### src/rtl/iev_pkg.sv
/*
  package for the interrupt control / flag status block: offsets, fields, reset values, structs.
  assumes an apb slave with 32-bit data and one register per aligned word.
*/
package iev_pkg;
  localparam logic [11:0] IEV_CTRL_TWO_OFF = 12'h000;
  localparam logic [11:0] IEV_FLAG_ZERO_OFF = 12'h004;
  localparam logic [15:0] IEV_CTRL_TWO_RST = 16'h0000;
  localparam logic [15:0] IEV_FLAG_ZERO_RST = 16'h0000;
  localparam int IEV_ALT_VEC_BIT = 15;
  localparam int IEV_TIMED_DIS_BIT = 14;
  localparam int IEV_EP2_BIT = 2;
  localparam int IEV_EP1_BIT = 1;
  localparam int IEV_EP0_BIT = 0;
  localparam logic [15:0] IEV_CTRL_WR_MASK = 16'h8007;
  localparam logic [15:0] IEV_FLAG_MASK = 16'h3fef;
  localparam int IEV_EXT0_FLAG_BIT = 0;
  localparam int IEV_EXT_NUM = 3;

  // peripheral request pulses, one per flag bit from 1 to 13 except bit 4
  typedef struct packed {
    logic adc_done;
    logic serial_tx;
    logic serial_rx;
    logic spi_event;
    logic spi_fault;
    logic timer_three;
    logic timer_two;
    logic compare_two;
    logic capture_two;
    logic timer_one;
    logic compare_one;
    logic capture_one;
  } iev_periph_req_t;

  typedef struct packed {
    logic alt_vector_table_sel;
    logic [IEV_EXT_NUM-1:0] ext_irq_edge_polarity;
  } iev_ctrl_out_t;
endpackage

### src/rtl/iev_edge_det.sv
/*
  edge detector for one external interrupt pin with polarity select.
  assumes the pin is asynchronous; it is synchronised here by two flip-flops.
*/
`timescale 1ns/1ps
module iev_edge_det (
  // clock and reset
  input wire logic pclk,
  input wire logic presetn,
  // pin and selection
  input wire logic pin,
  input wire logic falling_sel,
  // detected edge
  output logic edge_pulse
);
  logic sync1_reg;
  logic sync2_reg;
  logic last_reg;

  always_ff @(posedge pclk or negedge presetn) begin
    if (!presetn) begin
      sync1_reg <= 1'b0;
      sync2_reg <= 1'b0;
      last_reg <= 1'b0;
    end else begin
      sync1_reg <= pin;
      sync2_reg <= sync1_reg;
      last_reg <= sync2_reg;
    end
  end

  // 1 picks falling edge, 0 rising edge
  always_comb begin
    if (falling_sel) begin
      edge_pulse = last_reg & ~sync2_reg;
    end else begin
      edge_pulse = ~last_reg & sync2_reg;
    end
  end
endmodule

### src/rtl/iev_top.sv
/*
  interrupt control register two and flag status register zero behind an apb slave.
  assumes the core supplies a timed-disable level on pclk and peripheral request pulses on pclk.
*/
// The address map and the APB slave port were decided locally.
`timescale 1ns/1ps
module iev_top (
  // clock and reset
  input wire logic pclk,
  input wire logic presetn,
  // apb slave
  input wire logic psel,
  input wire logic penable,
  input wire logic pwrite,
  input wire logic [11:0] paddr,
  input wire logic [31:0] pwdata,
  output logic [31:0] prdata,
  output logic pready,
  output logic pslverr,
  // core side
  input wire logic timed_disable_in,
  output iev_pkg::iev_ctrl_out_t ctrl_out,
  // interrupt sources
  input wire logic [iev_pkg::IEV_EXT_NUM-1:0] ext_irq_pin,
  input wire iev_pkg::iev_periph_req_t periph_req,
  output logic [15:0] flag_status
);
  import iev_pkg::*;

  logic [15:0] ctrl_two_reg;
  logic [15:0] ctrl_two_next;
  logic [15:0] flag_zero_reg;
  logic [15:0] flag_zero_next;
  logic [15:0] flag_set;
  logic [IEV_EXT_NUM-1:0] ext_edge;
  logic timed_dis_reg;
  logic setup_ph;
  logic wr_ctrl;
  logic wr_flag;
  logic addr_ok;

  function automatic logic hit(input logic [11:0] a, input logic [11:0] off);
    hit = (a == off);
  endfunction

  assign setup_ph = psel & ~penable;
  assign addr_ok = hit(paddr, IEV_CTRL_TWO_OFF) | hit(paddr, IEV_FLAG_ZERO_OFF);
  assign wr_ctrl = psel & penable & pready & pwrite & hit(paddr, IEV_CTRL_TWO_OFF);
  assign wr_flag = psel & penable & pready & pwrite & hit(paddr, IEV_FLAG_ZERO_OFF);

  genvar gi;
  generate
    for (gi = 0; gi < IEV_EXT_NUM; gi++) begin : g_ext
      iev_edge_det u_edge (
        .pclk(pclk),
        .presetn(presetn),
        .pin(ext_irq_pin[gi]),
        .falling_sel(ctrl_two_reg[gi]),
        .edge_pulse(ext_edge[gi])
      );
    end
  endgenerate

  // timed-disable status, same clock domain
  always_ff @(posedge pclk or negedge presetn) begin
    if (!presetn) begin
      timed_dis_reg <= 1'b0;
    end else begin
      timed_dis_reg <= timed_disable_in;
    end
  end

  // control register two: writable bits only
  always_comb begin
    ctrl_two_next = ctrl_two_reg;
    if (wr_ctrl) begin
      ctrl_two_next = pwdata[15:0] & IEV_CTRL_WR_MASK;
    end
  end

  always_ff @(posedge pclk or negedge presetn) begin
    if (!presetn) begin
      ctrl_two_reg <= IEV_CTRL_TWO_RST;
    end else begin
      ctrl_two_reg <= ctrl_two_next;
    end
  end

  // hardware sets; set wins over a software write of 0
  always_comb begin
    flag_set = {2'b00, periph_req.adc_done, periph_req.serial_tx, periph_req.serial_rx,
                periph_req.spi_event, periph_req.spi_fault, periph_req.timer_three,
                periph_req.timer_two, periph_req.compare_two, periph_req.capture_two, 1'b0,
                periph_req.timer_one, periph_req.compare_one, periph_req.capture_one, ext_edge[0]};
    flag_zero_next = flag_zero_reg;
    if (wr_flag) begin
      flag_zero_next = pwdata[15:0];
    end
    flag_zero_next = (flag_zero_next | flag_set) & IEV_FLAG_MASK;
  end

  always_ff @(posedge pclk or negedge presetn) begin
    if (!presetn) begin
      flag_zero_reg <= IEV_FLAG_ZERO_RST;
    end else begin
      flag_zero_reg <= flag_zero_next;
    end
  end

  // apb answer: no wait state, pready and data registered in setup
  always_ff @(posedge pclk or negedge presetn) begin
    if (!presetn) begin
      pready <= 1'b0;
      pslverr <= 1'b0;
      prdata <= 32'h0000_0000;
    end else begin
      pready <= setup_ph;
      pslverr <= setup_ph & ~addr_ok;
      if (setup_ph & ~pwrite & hit(paddr, IEV_CTRL_TWO_OFF)) begin
        prdata <= {16'h0000, ctrl_two_reg[15], timed_dis_reg, 11'h000, ctrl_two_reg[2:0]};
      end else if (setup_ph & ~pwrite & hit(paddr, IEV_FLAG_ZERO_OFF)) begin
        prdata <= {16'h0000, flag_zero_reg};
      end else if (setup_ph) begin
        prdata <= 32'h0000_0000;
      end
    end
  end

  // core-facing outputs
  always_ff @(posedge pclk or negedge presetn) begin
    if (!presetn) begin
      ctrl_out <= '0;
      flag_status <= 16'h0000;
    end else begin
      ctrl_out.alt_vector_table_sel <= ctrl_two_next[IEV_ALT_VEC_BIT];
      ctrl_out.ext_irq_edge_polarity <= ctrl_two_next[IEV_EXT_NUM-1:0];
      flag_status <= flag_zero_next;
    end
  end

  property p_reserved_zero;
    @(posedge pclk) disable iff (!presetn)
      ctrl_two_reg[13:3] == 11'h000;
  endproperty
  a_reserved_zero: assert property (p_reserved_zero) else $error("control reserved bits set");

  property p_alt_follows;
    @(posedge pclk) disable iff (!presetn)
      wr_ctrl |=> ctrl_out.alt_vector_table_sel == $past(pwdata[15]);
  endproperty
  a_alt_follows: assert property (p_alt_follows) else $error("alt table select not updated");

  property p_std_table;
    @(posedge pclk) disable iff (!presetn)
      !ctrl_two_reg[15] |-> !ctrl_out.alt_vector_table_sel || $past(wr_ctrl);
  endproperty
  a_std_table: assert property (p_std_table) else $error("alt table selected while bit clear");

  property p_timed_dis_read;
    @(posedge pclk) disable iff (!presetn)
      setup_ph && !pwrite && hit(paddr, IEV_CTRL_TWO_OFF) |=> prdata[14] == $past(timed_dis_reg);
  endproperty
  a_timed_dis_read: assert property (p_timed_dis_read) else $error("timed disable status misread");

  property p_timed_dis_nowrite;
    @(posedge pclk) disable iff (!presetn)
      ctrl_two_reg[14] == 1'b0;
  endproperty
  a_timed_dis_nowrite: assert property (p_timed_dis_nowrite) else $error("status bit 14 stored");

  // pin seen two and three edges back, against the selected direction
  property p_pol2;
    @(posedge pclk) disable iff (!presetn)
      ext_edge[2] == ($past(ext_irq_pin[2], 3) == ctrl_two_reg[2] &&
                      $past(ext_irq_pin[2], 2) == !ctrl_two_reg[2]);
  endproperty
  a_pol2: assert property (p_pol2) else $error("external 2 edge direction wrong");

  property p_pol1;
    @(posedge pclk) disable iff (!presetn)
      ext_edge[1] == ($past(ext_irq_pin[1], 3) == ctrl_two_reg[1] &&
                      $past(ext_irq_pin[1], 2) == !ctrl_two_reg[1]);
  endproperty
  a_pol1: assert property (p_pol1) else $error("external 1 edge direction wrong");

  property p_ext0_set;
    @(posedge pclk) disable iff (!presetn)
      ext_edge[0] |=> flag_zero_reg[IEV_EXT0_FLAG_BIT];
  endproperty
  a_ext0_set: assert property (p_ext0_set) else $error("external 0 edge lost");

  property p_req_sets;
    @(posedge pclk) disable iff (!presetn)
      periph_req.adc_done |=> flag_zero_reg[13] ##0 flag_status[13];
  endproperty
  a_req_sets: assert property (p_req_sets) else $error("adc flag not set");

  property p_flag_holes;
    @(posedge pclk) disable iff (!presetn)
      (flag_zero_reg & ~IEV_FLAG_MASK) == 16'h0000;
  endproperty
  a_flag_holes: assert property (p_flag_holes) else $error("flag unused bits set");

  property p_pol0;
    @(posedge pclk) disable iff (!presetn)
      ext_edge[0] == ($past(ext_irq_pin[0], 3) == ctrl_two_reg[0] &&
                      $past(ext_irq_pin[0], 2) == !ctrl_two_reg[0]);
  endproperty
  a_pol0: assert property (p_pol0) else $error("external 0 edge direction wrong");

  // software write lands, a same-cycle hardware set still wins
  property p_flag_write;
    @(posedge pclk) disable iff (!presetn)
      wr_flag |=> flag_zero_reg == (($past(pwdata[15:0]) | $past(flag_set)) & IEV_FLAG_MASK);
  endproperty
  a_flag_write: assert property (p_flag_write) else $error("flag write not stored");
endmodule

### config.mk
export PLATFORM = sky130hd
export DESIGN_NAME = iev_top
export DESIGN_NICKNAME = d
export VERILOG_FILES = /design/src/rtl/iev_pkg.sv /design/src/rtl/iev_edge_det.sv /design/src/rtl/iev_top.sv
export SDC_FILE = /design/constraint.sdc
export NUM_CORES = 1
export LEC_CHECK = 0
export ABC_AREA = 1
export BUFFER_PORTS_ARGS = -buffer_cell sky130_fd_sc_hd__buf_4
export CORE_MARGIN = 2
export CORE_UTILIZATION = 35
export DETAILED_ROUTE_END_ITERATION = 10
export GPL_ROUTABILITY_DRIVEN = 0
export PLACE_DENSITY = 0.7
export SYNTH_ARGS = -nofsm -noshare
export SYNTH_HDL_FRONTEND = slang
export SYNTH_SLANG_ARGS = --single-unit
export TNS_END_PERCENT = 5
### constraint.sdc
create_clock -name pclk -period 1.3 [get_ports pclk]
set_input_delay 0.26 -clock pclk [delete_from_list [all_inputs] [get_ports pclk]]
set_output_delay 0.26 -clock pclk [all_outputs]
set_load 0.01 [all_outputs]
# Yosys cells after proc, flatten, opt, wreduce, memory -nomap -nowiden
# Cells that the tools add are included.
[op_classes]
reduce_logical = 2
muxes = 6
n_eq_ne = 1
bitwise_logic = 19
[op_table]
columns = ["operator", "n"]
rows = [
  ["2-to-1 mux 32 bit", 3],
  ["2-to-1 mux 16 bit", 1],
  ["2-to-1 mux 14 bit", 1],
  ["OR 14 bit", 1],
  ["bitwise AND 1 bit", 12],
  ["equality test 12 x 3 -> 1 bit, second input constant", 1],
  ["zero test 12 bit", 1],
  ["inverter 1 bit", 5],
  ["nonzero test 3 bit", 1],
  ["2-to-1 mux 1 bit", 1],
  ["OR 1 bit", 1],
]
[totals]
in_bits = 65
register_bits = 59

# Depth between registers and ports, before layout
[logic_depth]
depth_word = 6
depth_mapped = 7

# Hierarchy
# From an unflattened synthesis, not the netlist that was laid out.
[unflattened]
cells_unflattened = 219
hier_area_um2 = 1934.4
[by_module_without_submodules]
columns = ["module", "cells_per_inst", "n_inst", "area_each_um2", "seq_area_each_um2"]
rows = [
  ["iev_top", 210, 1, 1834.3, 875.8],
  ["iev_edge_det", 9, 1, 100.1, 75.1],
]

# Worst setup path after synthesis
# No wires, ideal clock.
[synth_path]
kind = "register to register"
from = "reg pready"
to = "reg flag_zero_reg[10]"
path_stages_with_launch = 7
required_time_ns = 1.175
arrival_ns = 0.976
period_less_slack_ns = 1.101
path_slack_ns = 0.199
setup_ns = 0.125
cell_sequence = "dfrtp_1 > nand2_1 > nor2_4 > nand3_2 > buf_6 > nand2_1 > nand3_1"
[synth_between]
elab_chain_cells = 5
[synth_rtl]
columns = ["item", "line_no", "source"]
rows = [
  ["from (decl)", "iev_top.sv:18", "output logic pready,"],
  ["from (signal assigned)", "iev_top.sv:117", "pready <= setup_ph;"],
  ["bitwise AND 1 bit (3 in a row)", "iev_top.sv:49", "assign wr_flag = psel & penable & pready & pwrite & hit(paddr, IEV_FLAG_ZERO_OFF);"],
  ["2-to-1 mux 14 bit", "iev_top.sv:96", "if (wr_flag) begin"],
  ["OR 14 bit", "iev_top.sv:99", "flag_zero_next = (flag_zero_next | flag_set) & IEV_FLAG_MASK;"],
  ["named net flag_zero_next[10]", "iev_top.sv:33", "logic [15:0] flag_zero_next;"],
  ["to (signal assigned)", "iev_top.sv:106", "flag_zero_reg <= flag_zero_next;"],
  ["to (decl)", "iev_top.sv:32", "logic [15:0] flag_zero_reg;"],
]
# The timed path passes the listed nets, and every way through them passes these cells.
# A chain may end at the register's enable or synchronous reset.

==> flow_summary.json <==
{
  "antenna_cells": 0,
  "status": "finished, final reports clean",
  "synth-simple-area-share_pct": 31.4,
  "muxShareOfSynthArea_pct": 0,
  "post_drt_wl_per_cell_um": 12.6,
  "path_delay_family": "flip-flops",
  "routed-wl-met2_um": 2440,
  "wl_met3_um": 258,
  "htree_num_levels": 2,
  "numCtsBuffers": 5,
  "top_layer_used": "met4",
  "finalHoldViolations": 0,
  "p_per_area_nw_per_um2": 843,
  "synth_top_flop_cell": "dfrtp_1",
  "fp-row-count": 26,
  "coreArea_um2": 5170,
  "fin_skew_ns": 0.00340,
  "fin_crit_ns": 1.14,
  "synth_top_family_by_area": "simple AND/OR/NAND/NOR gates",
  "end_kind": "output pin",
  "register_area_um2": 951,
  "fin_crit_sh_pct": 87.4,
  "grt_pass1_vias": 1606,
  "post-dp-hpwl_um": 3570,
  "crit_fanout": 3,
  "avgSynthCellArea_um2": 8.63,
  "ff2ff_setup_slack_ns": 0.19,
  "slowest_stage": "dfrtp_1",
  "p_total_mw": 2.19,
  "critPathBufInv": 1,
  "vdd_ir_drop_max_mv": 0.502,
  "cp.required_ns": 1.04,
  "r2r-end": "flag_zero_reg[9]",
  "die_area_um2": 6010,
  "crit_path_start": "flag_zero_reg[9]",
  "holdPathStages": 1,
  "syn-cell-area_um2": 1890,
  "design_area_um2": 2600,
  "synth_xor_area_share_pct": 0,
  "cts_sinks": 38,
  "clock.fmax_ghz": 0.880,
  "tritoncts": "built",
  "async_reset_ff_share_pct": 100,
  "ioPinCount": 119,
  "wl_um": 4730,
  "crit_chain": "buf_4",
  "synth.area.top_cells": "dfrtp_1 (50%), nand2_1 (11%), nand4_1 (10%), buf_4 (9.9%), inv_1 (4.8%)",
  "drtIter0Drc": 106,
  "grt_max_degree": 39,
  "leakage_nw": 1.42,
  "die_y_um": 77.5,
  "finalSetupViolCount": 0,
  "clkTransAtPathRegs_ns": 0.07,
  "crit_cells": 1,
  "synth_compound_area_share_pct": 1.59,
  "yosysMostFrequentCell": "nand2_1",
  "cts.path.max_buffers": 2,
  "yosysTopAreaCell": "dfrtp_1",
  "fin_nets": 370,
  "synth_cell_types": 19,
  "critPathMaxStageDelay_ns": 0.43,
  "reg2reg_from": "pready",
  "wl_met1_um": 1970,
  "yosys.area.top_type_share_pct": 50.3,
  "cp-start-kind": "flip-flop",
  "dr.pass1.iters": 4,
  "synth_edf_count": 0,
  "worstHoldEndpoint": "timed_dis_reg",
  "drt_drc_violations_left": 0,
  "port_buffers": 78,
  "hold_buffers": 1,
  "vias": 1696,
  "fillers": 505,
  "synth-adder-area-share_pct": 0,
  "min_from": "timed_disable_in",
  "clock-root-buffer": "clkbuf_8",
  "place_area_um2": 2510,
  "ys_seq_area_share_pct": 50.3,
  "multiInputGateArea_um2": 699,
  "cp.arrival_ns": 0.88,
  "antenna_found_initial": 0,
  "final_antenna_net_count": 0,
  "ys_ff_latch": 38,
  "die_w_um": 77.5,
  "reg2reg_depth": 6,
  "cts_resized": 0,
  "slew_viol_final": 0,
  "gr-total-overflow": 0,
  "rsz0062_at_grt": "false",
  "min_path_type": "in -> reg",
  "path_class": "reg -> out",
  "initial_core_util_pct": 36.6,
  "gr-usage-all-layers_pct": 16.5,
  "drive_gt1_share_pct": 34.8,
  "post-cts-setup-buffer-count": 0,
  "worstSkewPairLatency_ns": 0.29,
  "synthTopCellsByCount": "nand2_1 (55), dfrtp_1 (38), nand4_1 (31), buf_4 (25), inv_1 (24)",
  "yosysWarnings": 0,
  "via_per_inst": 4.52,
  "grt_first_pass_wirelength_um": 7830,
  "largest_reg_flops": 15,
  "syn2layout_area_growth_pct": 37.6,
  "maxCapViolCount": 0,
  "synth_cells": 219
}
final cells by class:
cell class	count	share of cell area [%]
clock buffers	5	2.65
clock inverters	2	0.385
inverters	25	3.61
multi-input cells	145	26.9
flip-flops and latches	38	36.6
well taps	70	3.37
repair buffers	90	26.6
per-stage QoR:
| step | utilization (%) | setup TNS [ns] | worst slack (ns) | std cells | hold WS (ns) |
|---|---|---|---|---|---|
| after floorplan | - | 0 | 0.199 | 238 | -0.0356 |
| after global placement | 48.6 | 0 | 0.00355 | 367 | 0.252 |
| after detailed placement | 48.6 | -0.00485 | -0.00485 | 367 | 0.253 |
| after CTS | 50.3 | 0 | 0.163 | 375 | 0.0668 |
| after global routing | 50.3 | 0 | 0.0828 | 375 | 0.0605 |
| final | 50.3 | 0 | 0.164 | 375 | 0.0722 |
where the power goes:
| group | switching [mW] | internal [mW] |
|---|---|---|
| clock | 0.399 | 0.360 |
| combinational | 0.126 | 0.114 |
| sequential | 0.00447 | 1.19 |
worst max-delay path by stage:
stage	slack, ns	end
after floorplan	0.20	flag_zero_reg[10]
after global placement	0.004	prdata[0]
after detailed placement	-0.005	flag_zero_reg[9]
after CTS	0.16	ctrl_out[0]
after global routing	0.08	flag_zero_reg[9]
final	0.16	flag_status[9]
cells in the final DEF, fill, tap and decap left out:
cell and count:
buf_4 88, nand2_2 2, o21ai_1 4, dlygate4sd3_1 1, nor2_2 1, dfrtp_1 38
o21ai_0 1, conb_1 20, nor2_1 8, inv_2 1, nand3_1 16, nand2_1 55
clkinv_2 2, nand4_1 31, nor2_4 4, inv_1 24, clkbuf_8 5, a21oi_1 1
nand3_2 2, buf_12 1
layer usage:
layer  track usage (%)  vias to the layer above
li1                  -                      849
met1              20.5                      777
met2              28.7                       65
met3              3.84                        5
met4              4.82                        0
met5                 0                        -
logic make-up (layout without fill, tap and decap cells):
family,count (synthesis),after routing
other,1,20
buffers and inverters,55,122
and+or+nand+nor,119,119
DFF,38,38
AOI/OAI and AO/OA,6,6
Power figures use the tool's default switching activity.
